===== config.mk =====
export PLATFORM = sky130hd
export DESIGN_NAME = tcp_pwm_top
export DESIGN_NICKNAME = d
export VERILOG_FILES = /design/src/verilog/tcp_pkg.sv /design/src/verilog/tcp_prescaler.sv /design/src/verilog/tcp_channel.sv /design/src/verilog/tcp_pwm_top.sv
export SDC_FILE = /design/constraint.sdc
export NUM_CORES = 1
export LEC_CHECK = 0
export ABC_AREA = 1
export CAP_MARGIN = 25
export CORE_UTILIZATION = 40
export CTS_BUF_LIST = sky130_fd_sc_hd__clkbuf_16
export DETAILED_ROUTE_END_ITERATION = 6
export DONT_BUFFER_PORTS = 1
export MAX_ROUTING_LAYER = met4
export SETUP_SLACK_MARGIN = 0.15
export SYNTH_ARGS = -nofsm -noshare
export SYNTH_HDL_FRONTEND = slang
export SYNTH_SLANG_ARGS = --single-unit

===== constraint.sdc =====
create_clock -name sys_clk -period 6.4 [get_ports sys_clk]
set_input_delay 1.28 -clock sys_clk [delete_from_list [all_inputs] [get_ports sys_clk]]
set_output_delay 1.28 -clock sys_clk [all_outputs]
set_load 0.02 [all_outputs]

===== src/verilog/tcp_pkg.sv =====
// Shared constants and carrier types of the two-channel modulator
package tcp_pkg;
    localparam int          DW          = 8;
    localparam int          AW          = 16;
    localparam logic [15:0] BASE_BLK    = 16'h0200;
    localparam logic [15:0] BASE_NBLK   = 16'h0300;
    localparam logic [7:0]  OFF_CTL     = 8'h60;
    localparam logic [7:0]  OFF_PRCLK   = 8'h61;
    localparam logic [7:0]  OFF_SCLA    = 8'h62;
    localparam logic [7:0]  OFF_SCLB    = 8'h63;
    localparam logic [7:0]  OFF_CNT0    = 8'h64;
    localparam logic [7:0]  OFF_CNT1    = 8'h65;
    localparam logic [7:0]  OFF_PER0    = 8'h66;
    localparam logic [7:0]  OFF_PER1    = 8'h67;
    localparam logic [7:0]  OFF_DTY0    = 8'h68;
    localparam logic [7:0]  OFF_DTY1    = 8'h69;
    localparam logic [7:0]  PRCLK_MASK  = 8'h77;
    localparam int          PRCLK_A_LSB = 0;
    localparam int          PRCLK_B_LSB = 4;
    localparam logic [7:0]  RST_CTL     = 8'h00;
    localparam logic [7:0]  RST_PRCLK   = 8'h00;
    localparam logic [7:0]  RST_SCL     = 8'h00;
    localparam logic [7:0]  RST_PER     = 8'h00;
    localparam logic [7:0]  RST_DTY     = 8'h00;
    localparam int          PRE_W       = 7;

    typedef enum logic {TCP_UP, TCP_DOWN} tcp_dir_e;

    typedef struct packed {
        logic [1:0] center_align_select;
        logic [1:0] clk_sel;
        logic [1:0] output_polarity_select;
        logic [1:0] channel_enable;
    } tcp_ctl_s;

    typedef struct packed {
        logic          wr;
        logic          rd;
        logic [AW-1:0] addr;
        logic [DW-1:0] wdata;
    } tcp_req_s;

    typedef struct packed {
        logic          en;
        logic          center;
        logic          pol;
        logic [DW-1:0] per;
        logic [DW-1:0] dty;
    } tcp_chcfg_s;
endpackage : tcp_pkg


===== src/verilog/tcp_prescaler.sv =====
// Prescaler and scalers producing clock A and B and their scaled enable ticks
`timescale 1ns/1ps
module tcp_prescaler (
    input  wire logic                       sys_clk,
    input  wire logic                       sys_rst,
    input  wire logic                       clk_en,
    input  wire logic                       run,
    input  wire logic [1:0][2:0]            sel,
    input  wire logic [1:0][7:0]            scl,
    input  wire logic [1:0]                 scl_wr,
    output logic      [1:0]                 tick,
    output logic      [1:0]                 stick,
    output logic      [tcp_pkg::PRE_W-1:0]  pre_cnt
);
    import tcp_pkg::*;

    logic [PRE_W-1:0] pre_q;

    always_ff @(posedge sys_clk or posedge sys_rst) begin
        if (sys_rst) pre_q <= '0;
        else if (clk_en) pre_q <= run ? pre_q + 7'h01 : 7'h00;
    end
    assign pre_cnt = pre_q;

    for (genvar g = 0; g < 2; g++) begin : g_src
        logic [PRE_W-1:0] mask;
        logic [8:0]       scl_eff;
        logic [9:0]       lim;
        logic [9:0]       sc_q;
        assign mask    = ~(7'h7f << sel[g]);
        assign tick[g] = run & ((pre_q & mask) == mask);
        assign scl_eff = {scl[g] == 8'h00, scl[g]};
        assign lim      = {scl_eff, 1'b0} - 10'h001;
        assign stick[g] = tick[g] & (sc_q == lim);
        always_ff @(posedge sys_clk or posedge sys_rst) begin
            if (sys_rst) sc_q <= '0;
            else if (clk_en) begin
                if (scl_wr[g]) sc_q <= '0;
                else if (tick[g]) sc_q <= (sc_q == lim) ? 10'h000 : sc_q + 10'h001;
            end
        end
    end
endmodule : tcp_prescaler


===== src/verilog/tcp_channel.sv =====
// One modulator channel: counter, active period/duty copies, waveform
`timescale 1ns/1ps
module tcp_channel (
    input  wire logic                   sys_clk,
    input  wire logic                   sys_rst,
    input  wire logic                   clk_en,
    input  wire tcp_pkg::tcp_chcfg_s    cfg,
    input  wire logic                   tick,
    input  wire logic                   cnt_clr,
    output logic [tcp_pkg::DW-1:0]      cnt,
    output logic                        run,
    output logic                        wave
);
    import tcp_pkg::*;

    logic [DW-1:0] cnt_q, per_q, dty_q;
    tcp_dir_e      dir_q;
    logic          run_q, wave_q;
    logic          left_end, up_end, down_end;

    assign left_end = ({1'b0, cnt_q} + 9'h001) >= {1'b0, per_q};
    assign up_end   = cnt_q >= per_q;
    assign down_end = cnt_q <= 8'h01;

    always_ff @(posedge sys_clk or posedge sys_rst) begin
        if (sys_rst) begin
            cnt_q  <= '0;
            per_q  <= RST_PER;
            dty_q  <= RST_DTY;
            dir_q  <= TCP_UP;
            run_q  <= 1'b0;
            wave_q <= 1'b0;
        end else if (clk_en) begin
            if (cnt_clr) begin
                cnt_q <= '0;
                dir_q <= TCP_UP;
            end else if (!cfg.en) begin
                per_q <= cfg.per;
                dty_q <= cfg.dty;
                dir_q <= TCP_UP;
            end else if (tick && run_q) begin
                if (!cfg.center) begin
                    cnt_q <= left_end ? 8'h00 : cnt_q + 8'h01;
                    if (left_end) begin
                        per_q <= cfg.per;
                        dty_q <= cfg.dty;
                    end
                end else begin
                    case (dir_q)
                        TCP_UP: begin
                            if (per_q == 8'h00) cnt_q <= 8'h00;
                            else if (up_end) begin
                                cnt_q <= cnt_q - 8'h01;
                                dir_q <= TCP_DOWN;
                            end else cnt_q <= cnt_q + 8'h01;
                        end
                        TCP_DOWN: begin
                            if (down_end) begin
                                cnt_q <= 8'h00;
                                dir_q <= TCP_UP;
                                per_q <= cfg.per;
                                dty_q <= cfg.dty;
                            end else cnt_q <= cnt_q - 8'h01;
                        end
                        default: dir_q <= TCP_UP;
                    endcase
                end
            end
            run_q  <= cfg.en & (run_q | tick);
            wave_q <= cfg.en & run_q & ((cnt_q < dty_q) ? cfg.pol : ~cfg.pol);
        end
    end

    assign cnt  = cnt_q;
    assign run  = run_q;
    assign wave = wave_q;
endmodule : tcp_channel


===== src/verilog/tcp_pwm_top.sv =====
// Register file and top level of the two-channel pulse-width modulator
`timescale 1ns/1ps
module tcp_pwm_top (
    input  wire logic                   sys_clk,
    input  wire logic                   sys_rst,
    input  wire logic                   clk_en,
    input  wire tcp_pkg::tcp_req_s      reg_req,
    output logic [tcp_pkg::DW-1:0]      reg_rdata,
    output logic                        reg_ack,
    output logic                        channel0_waveform,
    output logic                        channel1_waveform
);
    import tcp_pkg::*;

    if (DW != 8) begin : g_chk
        $error("tcp_pwm_top supports 8-bit registers only");
    end

    tcp_ctl_s      ctl_q;
    logic [DW-1:0] prclk_q;
    logic [1:0][DW-1:0] scl_q, per_q, dty_q;
    logic [DW-1:0] rdata_q;
    logic          ack_q;

    logic          win_hit, blk_hit, nblk_hit;
    logic [7:0]    off;
    logic          wr_hit, rd_hit, map_hit;
    logic          wr_ctl, wr_prclk;
    logic [1:0]    wr_scl, wr_cnt, wr_per, wr_dty;
    logic [DW-1:0] rd_mux;

    logic [1:0][2:0]    pre_sel;
    logic [1:0]         tick_ab, tick_s, ch_tick, ch_run, ch_wave;
    logic [1:0][DW-1:0] ch_cnt;
    logic [PRE_W-1:0]   pre_cnt;
    tcp_chcfg_s [1:0]   ch_cfg;

    assign blk_hit  = reg_req.addr[15:8] == BASE_BLK[15:8];
    assign nblk_hit = reg_req.addr[15:8] == BASE_NBLK[15:8];
    assign off      = reg_req.addr[7:0];
    assign map_hit  = (off >= OFF_CTL) && (off <= OFF_DTY1);
    assign win_hit  = (blk_hit || nblk_hit) && map_hit;
    assign wr_hit   = win_hit && reg_req.wr;
    assign rd_hit   = win_hit && reg_req.rd;

    assign wr_ctl    = wr_hit && (off == OFF_CTL);
    assign wr_prclk  = wr_hit && (off == OFF_PRCLK);
    assign wr_scl[0] = wr_hit && (off == OFF_SCLA);
    assign wr_scl[1] = wr_hit && (off == OFF_SCLB);
    assign wr_cnt[0] = wr_hit && (off == OFF_CNT0);
    assign wr_cnt[1] = wr_hit && (off == OFF_CNT1);
    assign wr_per[0] = wr_hit && (off == OFF_PER0);
    assign wr_per[1] = wr_hit && (off == OFF_PER1);
    assign wr_dty[0] = wr_hit && (off == OFF_DTY0);
    assign wr_dty[1] = wr_hit && (off == OFF_DTY1);

    // Counter reads come straight from the live count, no side effect
    assign rd_mux = (off == OFF_CTL)   ? DW'(ctl_q) :
                    (off == OFF_PRCLK) ? prclk_q    :
                    (off == OFF_SCLA)  ? scl_q[0]   :
                    (off == OFF_SCLB)  ? scl_q[1]   :
                    (off == OFF_CNT0)  ? ch_cnt[0]  :
                    (off == OFF_CNT1)  ? ch_cnt[1]  :
                    (off == OFF_PER0)  ? per_q[0]   :
                    (off == OFF_PER1)  ? per_q[1]   :
                    (off == OFF_DTY0)  ? dty_q[0]   :
                    (off == OFF_DTY1)  ? dty_q[1]   : 8'h00;

    always_ff @(posedge sys_clk or posedge sys_rst) begin
        if (sys_rst) begin
            ctl_q   <= RST_CTL;
            prclk_q <= RST_PRCLK;
        end else if (clk_en) begin
            if (wr_ctl) ctl_q <= reg_req.wdata;
            if (wr_prclk) prclk_q <= reg_req.wdata & PRCLK_MASK;
        end
    end

    for (genvar c = 0; c < 2; c++) begin : g_regs
        always_ff @(posedge sys_clk or posedge sys_rst) begin
            if (sys_rst) begin
                scl_q[c] <= RST_SCL;
                per_q[c] <= RST_PER;
                dty_q[c] <= RST_DTY;
            end else if (clk_en) begin
                if (wr_scl[c]) scl_q[c] <= reg_req.wdata;
                if (wr_per[c]) per_q[c] <= reg_req.wdata;
                if (wr_dty[c]) dty_q[c] <= reg_req.wdata;
            end
        end
    end

    // Unmapped reads get no ack and leave rdata unchanged; ack covers writes too
    always_ff @(posedge sys_clk or posedge sys_rst) begin
        if (sys_rst) begin
            rdata_q <= '0;
            ack_q   <= 1'b0;
        end else if (clk_en) begin
            ack_q <= wr_hit || rd_hit;
            if (rd_hit) rdata_q <= rd_mux;
        end
    end
    assign reg_rdata = rdata_q;
    assign reg_ack   = ack_q;

    assign pre_sel[0] = prclk_q[PRCLK_A_LSB +: 3];
    assign pre_sel[1] = prclk_q[PRCLK_B_LSB +: 3];

    tcp_prescaler u_pre (
        .sys_clk (sys_clk),
        .sys_rst (sys_rst),
        .clk_en  (clk_en),
        .run     (|ctl_q.channel_enable),
        .sel     (pre_sel),
        .scl     (scl_q),
        .scl_wr  (wr_scl & {2{clk_en}}),
        .tick    (tick_ab),
        .stick   (tick_s),
        .pre_cnt (pre_cnt)
    );

    for (genvar c = 0; c < 2; c++) begin : g_ch
        assign ch_tick[c] = ctl_q.clk_sel[c] ? tick_s[c] : tick_ab[c];
        assign ch_cfg[c] = '{en:     ctl_q.channel_enable[c],
                             center: ctl_q.center_align_select[c],
                             pol:    ctl_q.output_polarity_select[c],
                             per:    per_q[c],
                             dty:    dty_q[c]};
        tcp_channel u_ch (
            .sys_clk (sys_clk),
            .sys_rst (sys_rst),
            .clk_en  (clk_en),
            .cfg     (ch_cfg[c]),
            .tick    (ch_tick[c]),
            .cnt_clr (wr_cnt[c]),
            .cnt     (ch_cnt[c]),
            .run     (ch_run[c]),
            .wave    (ch_wave[c])
        );
    end

    // The first cycle after enable may be short; software must allow it
    assign channel0_waveform = ch_wave[0];
    assign channel1_waveform = ch_wave[1];
endmodule : tcp_pwm_top


==> run_results.csv, run 1 <==
group,metric,value,unit
outcome,outcome,"complete, no violations",
cts,post_cts_resized,0,
power,power_density,182.5,nW/um^2
yosys,synth.area.mux_share,0,%
power,ir_drop,0.1623,mV
floorplan,die_x,163.4,um
timing,finalCritPeriodShare,51.21,%
cells_and_area,drive_above_1_share,6.469,%
worst_setup_path,critPathRequiredTime,6720,ps
yosys,async_reset_ff_share,100.0,%
job,cap_viol_max_count,0,
cts,cts_setup_buffers,0,
cts,clk_latency,430,ps
cts,cts_tree,"yes",
global_route,grt_antenna_before_repair,0,
worst_setup_path,worst_setup_path_end_kind,"flop",
yosys,synth_xor_area_share,2.738,%
floorplan,core-area,25400,sq um
cells_and_area,fillers,2669,
yosys,synthSimpleGateAreaFrac,33.65,%
cells_and_area,antenna_cells,0,
global_route,grt_remaining_overflow,0,
worst_setup_path,worstSetupPathType,"reg2reg",
worst_setup_path,critical_path_depth,19,
timing,maxSlewViolCount,0,
cts,cts_hold_buf,0,
place,placed_cell_area,10650,sq um
place,post-place-ws,2949,ps
timing,holdWs,471.9,ps
yosys,synth-compound-area-share,11.65,%
route,routed_wirelength,30290,um
timing,rsz0062_at_grt,"false",
route,drc,0,
yosys,synth_top_family_by_area,"simple AND/OR/NAND/NOR gates",
cts,clk_path_buf_depth,2,
timing,maxSlewHeadroom,38.56,%
power,p_leak,5.697,nW
yosys,syn_nets,1570,
worst_setup_path,path_buf_inv,2,
worst_setup_path,cp_cell_sequence,"nand2_1 > nor2_1 > nand4_1 > nand2_1 > inv_1 > ha_1 > nand2_1 > inv_1 > nand2_1 > nor2_1 > nand2_1 > nand4_1 > nand2_1 > nand2_1 > o21ai_1 > nor2_2 > nand2_4 > nand2_1 > nand2_1",
route,ant_nets,0,
yosys,syn_area_per_cell,7.020,sq um
place,port_buffers,0,
route,via_count,9652,
timing,setup_ws,3122,ps
cts,cts_made_buffers,17,
global_route,first_global_vias,9180,
global_route,gr-usage-all-layers,24.84,%
timing,fin_skew,9.517,ps
route,wl_per_cell,16.70,um
cts,ctsRootBufferMaster,"clkbuf_16",
timing,tightestPinTransition,921.6,ps
yosys,synth_cell_types,51,
yosys,synth-edff-count,0,
yosys,synth_cells,1484,
cts,path_clk_slew,70,ps
yosys,yosysWarnings,0,
floorplan,rows,58,
yosys,syn_area,10420,sq um
worst_setup_path,cp_max_fo,17,
place,routabilityCongestion,0.9513,
min_path,min_path_cells,2,
worst_setup_path,slowest_stage,"dfrtp_1",
timing,tns,0,ps
cts,cts_sinks,152,
min_path,hold_path.class,"reg2reg",
place,dpl.hpwl,22960,um
global_route,grt_pass1_wl,49610,um
cells_and_area,num-nets-final,1557,
cells_and_area,area_growth,7.723,%
worst_setup_path,reg2reg_slack,3120,ps
route,drtIter0Drc,720,
worst_setup_path,reg2reg_depth,19,
yosys,ys_ff_latch,152,
timing,min_period,3278,ps
worst_setup_path,max_stage_delay,650,ps
timing,timing.final.hold_violations,0,
place,placed_cells,1782,
global_route,grt_max_degree,99,
worst_setup_path,start_kind,"flop",
floorplan,start_util,41.01,%
floorplan,die-area,26690,sq um
route,vias_per_cell,5.321,
route,drtPass1Iterations,7,
cts,h-tree-depth,4,
cells_and_area,layout.cells.non_filler,1814,
worst_setup_path,worstPathArrival,3600,ps
floorplan,chipHeight,163.4,um
timing,setup_viol,0,
yosys,ys_seq_area_share,36.51,%
yosys,synth_fa_ha_area_share,6.846,%
worst_setup_path,cpMostUsedCell,"nand2_1",
cells_and_area,postLayoutCellArea,11220,sq um
yosys,synth_flop_cell,"dfrtp_1",
worst_setup_path,critical-path-top-delay-family,"simple AND/OR/NAND/NOR gates",
timing,max_freq,305.1,MHz
floorplan,ios,40,
final cells by class:
| cell class | instances | area (sq um) | share of cell area, % |
|---|---|---|---|
| Inverter | 188 | 710.7 | 6.333 |
| Tap cell | 330 | 412.9 | 3.679 |
| Clock buffer | 17 | 425.4 | 3.791 |
| Sequential cell | 152 | 3804 | 33.89 |
| Multi-Input combinational cell | 1111 | 5718 | 50.95 |
| Clock inverter | 15 | 143.9 | 1.282 |
| Timing Repair Buffer | 1 | 7.507 | 0.06690 |
cell usage in the layout, fill, tap and decap left out, types with 18 or more instances in the layout:
cell type	n
inv_2	18
nand4_1	50
ha_1	57
o21ai_0	66
nand2_1	446
a21oi_1	79
nor2_1	125
nand3_1	114
dfrtp_1	152
inv_1	167
o21ai_1	32
xor2_1	22
nand2_2	22
metrics by stage:
stage / utilization (%) / total power [mW]
final: 44.18 / 2.048
after global routing: 44.18 / 2.107
after CTS: 44.18 / 2.061
after detailed placement: 41.94 / 1.071
after global placement: 41.94 / 1.070
after floorplan: - / 1.046
where the power goes:
group / leakage [nW] / switching, mW / total (mW) / internal (mW)
Clock: 0.275 / 0.452 / 0.997 / 0.545
Combinational: 3.46 / 0.0688 / 0.0866 / 0.0179
Sequential: 1.97 / 0.00362 / 0.965 / 0.961
logic make-up after synthesis:
family | after synthesis
DFF | 152
adders and majority gates | 57
and+or+nand+nor | 800
AOI/OAI and AO/OA | 223
buffers and inverters | 221
xor gates and xnor gates | 31
final timing paths:
check,startpoint,endpoint
worst max register to register,g_ch[1].u_ch.cnt[2],g_ch[1].u_ch.per_q[6]
worst min register to register,g_ch[0].u_ch.dty_q[3],g_ch[0].u_ch.dty_q[3]
max in group asynchronous,sys_rst,g_ch[1].u_ch.cnt[3]
worst min-delay path,g_ch[0].u_ch.dty_q[3],g_ch[0].u_ch.dty_q[3]
worst max-delay path,g_ch[1].u_ch.cnt[2],g_ch[1].u_ch.per_q[6]
min in group asynchronous,sys_rst,u_pre.g_src[1].sc_q[2]
cells in the mapped netlist, types with 3 or more instances:
cell	number	area, sq um
a31oi_1	4	25.02
nand2_4	3	33.78
clkbuf_1	9	33.78
o22ai_1	13	81.33
nor2_2	5	31.28
buf_4	6	45.04
a211oi_1	4	30.03
and2_1	4	25.02
nor2_1	125	469.2
inv_1	168	630.6
xor2_1	22	192.7
nand2_2	22	137.6
nor2_4	6	67.56
o21ai_0	66	330.3
buf_2	12	60.06
nand2_1	446	1674
nand3_2	3	30.03
a21oi_1	79	395.4
dfrtp_1	152	3804
o21ai_1	32	160.2
ha_1	57	713.2
nand4_1	50	312.8
xnor2_1	8	70.07
o21bai_1	6	45.04
nor3_1	10	50.05
inv_2	18	67.56
o211ai_1	9	67.56
nand3_1	114	570.6
per-layer routing:
| layer | up-vias | part of all wire, % | GRT usage, % |
|---|---|---|---|
| met5 | - | 0 | - |
| met1 | 4531 | 47 | 33.45 |
| met4 | 0 | 1.8 | 6.797 |
| li1 | 4810 | - | - |
| met2 | 266 | 46 | 37.87 |
| met3 | 45 | 5.8 | 4.901 |
registers in the layout, summed over array words and instances, names as in the netlist, 2 cells and up:
| signal | count |
|---|---|
| ch_cfg | 38 |
| u_pre.g_src.sc_q | 20 |
| g_ch.u_ch.cnt | 16 |
| g_ch.u_ch.dty_q | 16 |
| g_ch.u_ch.per_q | 16 |
| scl_q | 16 |
| reg_rdata | 8 |
| u_pre.pre_cnt | 7 |
| prclk_q | 6 |
| ctl_q | 2 |
| g_ch.u_ch.dir_q | 2 |
| g_ch.u_ch.run | 2 |
| g_ch.u_ch.wave | 2 |
worst register-to-register path, delay by kind of cell (launching register included):
family / cells / cell delay [ps]
simple gates: 15 / 2090
flops: 1 / 650
fa+ha+maj: 1 / 260
buf+inv: 2 / 110
compound gates: 1 / 70
Power figures use the tool's default switching activity.
==> inputs of run 2 (changes only) <==
clock period = 3.08 ns   (was 6.4 ns; I/O delays follow)
==> run_results.csv, run 2 (synthesis results as in run 1) <==
group,metric,value,unit
outcome,outcome,"complete, no violations",
floorplan,ios,40,
cells_and_area,antenna_cells,0,
cells_and_area,fillers,2605,
cts,clk_latency,430,ps
worst_setup_path,worstSetupPathType,"reg2reg",
worst_setup_path,worstPathArrival,3040,ps
cells_and_area,final_common_cell,"nand2_1",
timing,maxSlewHeadroom,57.58,%
timing,tightestPinTransition,634.0,ps
route,drtPass1Iterations,7,
worst_setup_path,reg2reg_depth,18,
cts,cts_sinks,152,
global_route,grt_max_degree,61,
cts,cts_hold_buf,0,
route,wl_per_cell,16.85,um
cells_and_area,multi_input_area,5743,sq um
floorplan,rows,58,
cells_and_area,num-nets-final,1595,
floorplan,start_util,41.01,%
cells_and_area,postLayoutCellArea,11580,sq um
timing,timing.final.hold_violations,0,
power,power_density,377.8,nW/um^2
cells_and_area,layout_common_cells,"nand2_1, inv_1, dfrtp_1",
timing,holdWs,125.6,ps
cells_and_area,largest_register_ffs,38,
floorplan,core-area,25400,sq um
timing,setup_viol,0,
cells_and_area,post-route-util,45.60,%
worst_setup_path,worst_setup_path_end_kind,"flop",
global_route,grt_remaining_overflow,0,
timing,rsz0062_at_grt,"false",
floorplan,chipHeight,163.4,um
place,dpl.hpwl,23990,um
cells_and_area,seqCellArea,3811,sq um
route,routed_wirelength,31200,um
worst_setup_path,critPathRequiredTime,3390,ps
job,cap_viol_max_count,0,
floorplan,die_x,163.4,um
cells_and_area,drive_above_1_share,9.461,%
power,p_leak,5.891,nW
cts,h-tree-depth,4,
worst_setup_path,reg2reg_slack,360,ps
min_path,hold_path.class,"in2async",
cts,clk_path_buf_depth,2,
cells_and_area,area_growth,11.17,%
place,routabilityCongestion,0.9392,
cts,path_clk_slew,70,ps
worst_setup_path,reg2reg_from,"g_ch[0].u_ch.cnt[0]",
route,drc,0,
worst_setup_path,cp_max_fo,16,
timing,max_freq,367.6,MHz
global_route,gr-usage-all-layers,24.93,%
timing,finalCritPeriodShare,88.33,%
route,drtIter0Drc,860,
global_route,grt_pass1_wl,49450,um
route,via_count,9827,
route,ant_nets,0,
cts,ctsRootBufferMaster,"clkbuf_16",
place,port_buffers,0,
place,placed_cell_area,10860,sq um
worst_setup_path,start_kind,"flop",
power,ir_drop,0.3745,mV
cts,cts_tree,"yes",
timing,tns,0,ps
timing,fin_skew,14.76,ps
floorplan,die-area,26690,sq um
timing,maxSlewViolCount,0,
cts,cts_made_buffers,17,
timing,min_period,2721,ps
global_route,first_global_vias,8916,
global_route,grt_antenna_before_repair,0,
route,vias_per_cell,5.306,
worst_setup_path,r2r-end,"g_ch[0].u_ch.dty_q[1]",
-- run 2: repair_timing --
action | 4_1_cts | 5_1_grt
setup endpoints to repair | 12 | 42
pin swaps | 1 | 2
hold endpoints to repair | 0 | 0
cloned | 0 | 1
setup buffers | 2 | 9
resized for setup | 0 | 14
-- run 2: critical path, cell delays in order, from the launching register on --
cell and delay [ps]:
dfrtp_2 410, ha_2 210, nand2_1 100, nor2_4 130, nand4_1 90, nand2_1 100
inv_1 60, ha_1 310, nand2_1 60, inv_1 60, nand4_1 90, nor2_1 140
nor3_2 90, nand3_1 80, nand2_1 90, nor2_4 220, nand2_4 190, nand2_1 110
nand2_1 50
-- run 2: worst max-delay path by stage --
stage	startpoint	depth (start not counted)	to	slack, ps
floorplan	g_ch[1].u_ch.cnt[2]	21	g_ch[1].u_ch.dty_q[0]	520
global placement	g_ch[0].u_ch.cnt[1]	17	g_ch[0].u_ch.dty_q[5]	250
detailed placement	g_ch[0].u_ch.cnt[1]	18	g_ch[0].u_ch.dty_q[3]	160
CTS	g_ch[1].u_ch.cnt[2]	19	g_ch[1].u_ch.per_q[6]	230
global route	g_ch[1].u_ch.cnt[0]	20	g_ch[1].u_ch.per_q[2]	150
finish	g_ch[0].u_ch.cnt[0]	18	g_ch[0].u_ch.dty_q[1]	360
-- run 2: final cells by class --
cell class	instances	area share [%]
well taps	330	3.565
repair buffers	38	2.604
flip-flops and latches	152	32.91
multi-input cells	1112	49.59
clock buffers	17	3.673
inverters	188	6.126
clock inverters	15	1.534
-- run 2: through the flow --
step	total power, mW	std cells	worst slack [ps]
after global placement	2.229	1808	250.5
after CTS	4.394	1842	227.6
after detailed placement	2.230	1808	156.8
after floorplan	2.175	1484	519.5
after global routing	4.500	1852	146.2
final	4.376	1852	359.4
-- run 2: routing by layer --
layer	vias up	global-route usage (%)	share of wire (%)
met5	-	-	0
met4	0	7.137	2.0
met3	39	4.012	5.5
met2	310	38.02	46
met1	4589	34.00	46
li1	4889	-	-
-- run 2: report_power, final --
group / leakage (nW) / internal (mW) / total [mW] / switching [mW]
Combinational: 3.64 / 0.0507 / 0.199 / 0.148
Clock: 0.298 / 1.28 / 2.17 / 0.895
Sequential: 1.96 / 2.00 / 2.00 / 0.00467
Total: 5.89 / 3.33 / 4.38 / 1.05
==> inputs of run 3 (changes only) <==
SYNTH_HIERARCHICAL = 1   (was not set)
==> run_results.csv, run 3 <==
group,metric,value,unit
timing,maxSlewViolCount,0,
power,power.internal,3.130,mW
yosys,synth_cell_types,48,
cells_and_area,largest_register_ffs,38,
place,post-place-ws,266.7,ps
floorplan,rows,59,
floorplan,core-area,26130,sq um
place,dpl.hpwl,22760,um
cells_and_area,num-nets-final,1652,
worst_setup_path,slowest_stage,"dfrtp_1",
min_path,hold_path.class,"in2async",
cells_and_area,fillers,2752,
timing,timing.final.hold_violations,0,
worst_setup_path,cpMostUsedCell,"nand3_1",
global_route,grt_remaining_overflow,0,
yosys,async_reset_ff_share,100.0,%
timing,maxSlewHeadroom,51.81,%
yosys,syn_area,10700,sq um
floorplan,die_x,165.5,um
route,wl_per_cell,15.64,um
route,routed_wirelength,29910,um
yosys,ys_ff_latch,152,
worst_setup_path,worstPathArrival,3080,ps
floorplan,ios,40,
cts,cts_made_buffers,17,
power,clkPwrFrac,47.2,%
worst_setup_path,worst_setup_path_end_kind,"flop",
yosys,synth-edff-count,0,
worst_setup_path,worstSetupPathType,"reg2reg",
cts,clk_path_buf_depth,2,
yosys,ys_seq_area_share,35.56,%
cts,h-tree-depth,4,
cts,ctsRootBufferMaster,"clkbuf_16",
place,port_buffers,0,
timing,finalCritPeriodShare,88.16,%
global_route,grt_pass1_wl,47720,um
yosys,yosys.area.top_type,"dfrtp_1",
job,cap_viol_max_count,0,
cts,cts_tree,"yes",
floorplan,start_util,40.93,%
timing,setup_viol,0,
place,placed_cells,1873,
cts,cts_sinks,152,
cells_and_area,final_common_cell,"nand2_1",
yosys,syn_nets,1619,
worst_setup_path,max_stage_delay,410,ps
yosys,synth_area_leaders,"dfrtp_1, nand2_1, nand3_1, ha_1, inv_1",
global_route,grt_max_degree,35,
global_route,first_global_vias,8983,
cts,path_clk_slew,60,ps
worst_setup_path,critPathRequiredTime,3440,ps
route,drtIter0Drc,725,
yosys,synth_flop_cell,"dfrtp_1",
route,vias_per_cell,5.141,
cells_and_area,layout.cells.non_filler,1912,
timing,max_freq,368.3,MHz
timing,min_period,2715,ps
timing,setup_ws,364.7,ps
cells_and_area,area_growth,11.16,%
yosys,synth_cells,1533,
timing,rsz0062_at_grt,"false",
power,p_leak,6.185,nW
timing,tns,0,ps
route,ant_nets,0,
cts,clk_latency,430,ps
worst_setup_path,start_kind,"flop",
worst_setup_path,cp_cell_sequence,"inv_1 > ha_4 > inv_1 > nand2_1 > nand3_1 > nor2_1 > nand3_1 > nor2_1 > nand3_1 > nor2_1 > mux2_2 > nand2_2 > nand2_1 > nand3_1 > a31oi_4 > buf_4 > buf_4 > nand3_1 > nand2_1",
yosys,yosysWarnings,6,
power,combPwrFrac,3.8,%
yosys,ys_top_cells_by_count,"nand2_1, inv_1, nand3_1",
place,routabilityCongestion,0.9123,
route,drtPass1Iterations,7,
timing,fin_skew,12.93,ps
route,via_count,9829,
cells_and_area,antenna_cells,0,
route,drc,6,
timing,tightestPinTransition,721.9,ps
global_route,gr-usage-all-layers,23.48,%
cells_and_area,drive_above_1_share,10.46,%
power,ir_drop,0.3956,mV
yosys,syn_area_per_cell,6.978,sq um
worst_setup_path,cp_max_fo,7,
yosys,yosysMostFrequentCell,"nand2_1",
outcome,violations,"design-rule violations",
yosys,synth_top_area_share,35.56,%
power,power_density,344.4,nW/um^2
power,seqPwrFrac,49.0,%
floorplan,die-area,27400,sq um
power,swShare,23.56,%
timing,holdWs,148.6,ps
global_route,grt_antenna_before_repair,0,
cells_and_area,layout_common_cells,"nand2_1, inv_1, nand3_1",
power,p_switching,0.9649,mW
outcome,outcome,"complete, but fails checks",
floorplan,chipHeight,165.5,um
## run 3: final cells by class
cell class | instances | area, sq um | area share, %
multi-input combinational | 1158 | 6060 | 50.96
sequential | 152 | 3807 | 32.02
inverter | 193 | 726.9 | 6.114
clock buffer | 17 | 425.4 | 3.578
tap | 335 | 419.2 | 3.525
timing repair buffer | 44 | 341.6 | 2.873
clock inverter | 13 | 110.1 | 0.9260
## run 3: cells by family after synthesis
group | after synthesis | share of synthesized area (%)
and+or+nand+nor | 892 | 36.80
buffers and inverters | 225 | 8.609
AOI/OAI and AO/OA | 171 | 9.369
DFF | 152 | 35.56
adders and majority gates | 57 | 6.667
xor gates and xnor gates | 34 | 2.784
muxes | 2 | 0.2105
## run 3: critical path: cells and delay by family, from the launching register on
family	cells	cell delay, ps
flops	1	410
buf+inv	4	390
compound gates	1	340
mux	1	180
fa+ha+maj	1	270
simple gates	12	1080
## run 3: repair_timing
action                     CTS  global route
resized for setup            0            27
setup buffers                0             6
setup endpoints to repair    0            48
hold buffers                 0             0
## run 3: power groups by stage
stage	combinational, mW	sequential [mW]	clock (mW)
6_report	0.154	2.01	1.93
3_5_place_dp	0.146	2.04	0
3_3_place_gp	0.146	2.04	0
4_1_cts	0.147	2.01	1.97
5_1_grt	0.173	2.01	2.06
2_1_floorplan	0.103	2.04	0
## run 3: metrics by stage
stage / cell area [sq um] / total power, mW / util, %
floorplan: 10700 / 2.146 / -
global placement: 11200 / 2.189 / 42.86
detailed placement: 11200 / 2.190 / 42.86
CTS: 11740 / 4.127 / 44.91
global route: 11890 / 4.236 / 45.50
finish: 11890 / 4.095 / 45.50
## run 3: final timing paths
kind	startpoint	to	slack, ps	cells after the start
max	scl_q[9]	g_ch[1].u_ch/per_q[7]	360	19
min	sys_rst	g_ch[1].u_ch/run	150	2
max reg2reg	scl_q[9]	g_ch[1].u_ch/per_q[7]	360	19
min reg2reg	g_ch[1].u_ch/dty_q[2]	g_ch[1].u_ch/dty_q[2]	470	2
max in group asynchronous	sys_rst	ch_cfg[2]	2080	2
min in group sys_clk	clk_en	u_pre/pre_cnt[0]	310	1
## run 3: layer usage
metal  share of wire [%]  up-vias  GRT usage [%]
met1                  46     4568          30.50
met5                   0        -              -
met2                  48      209          38.31
met3                 4.3       39          3.596
li1                    -     5013              -
met4                 1.6        0          5.702
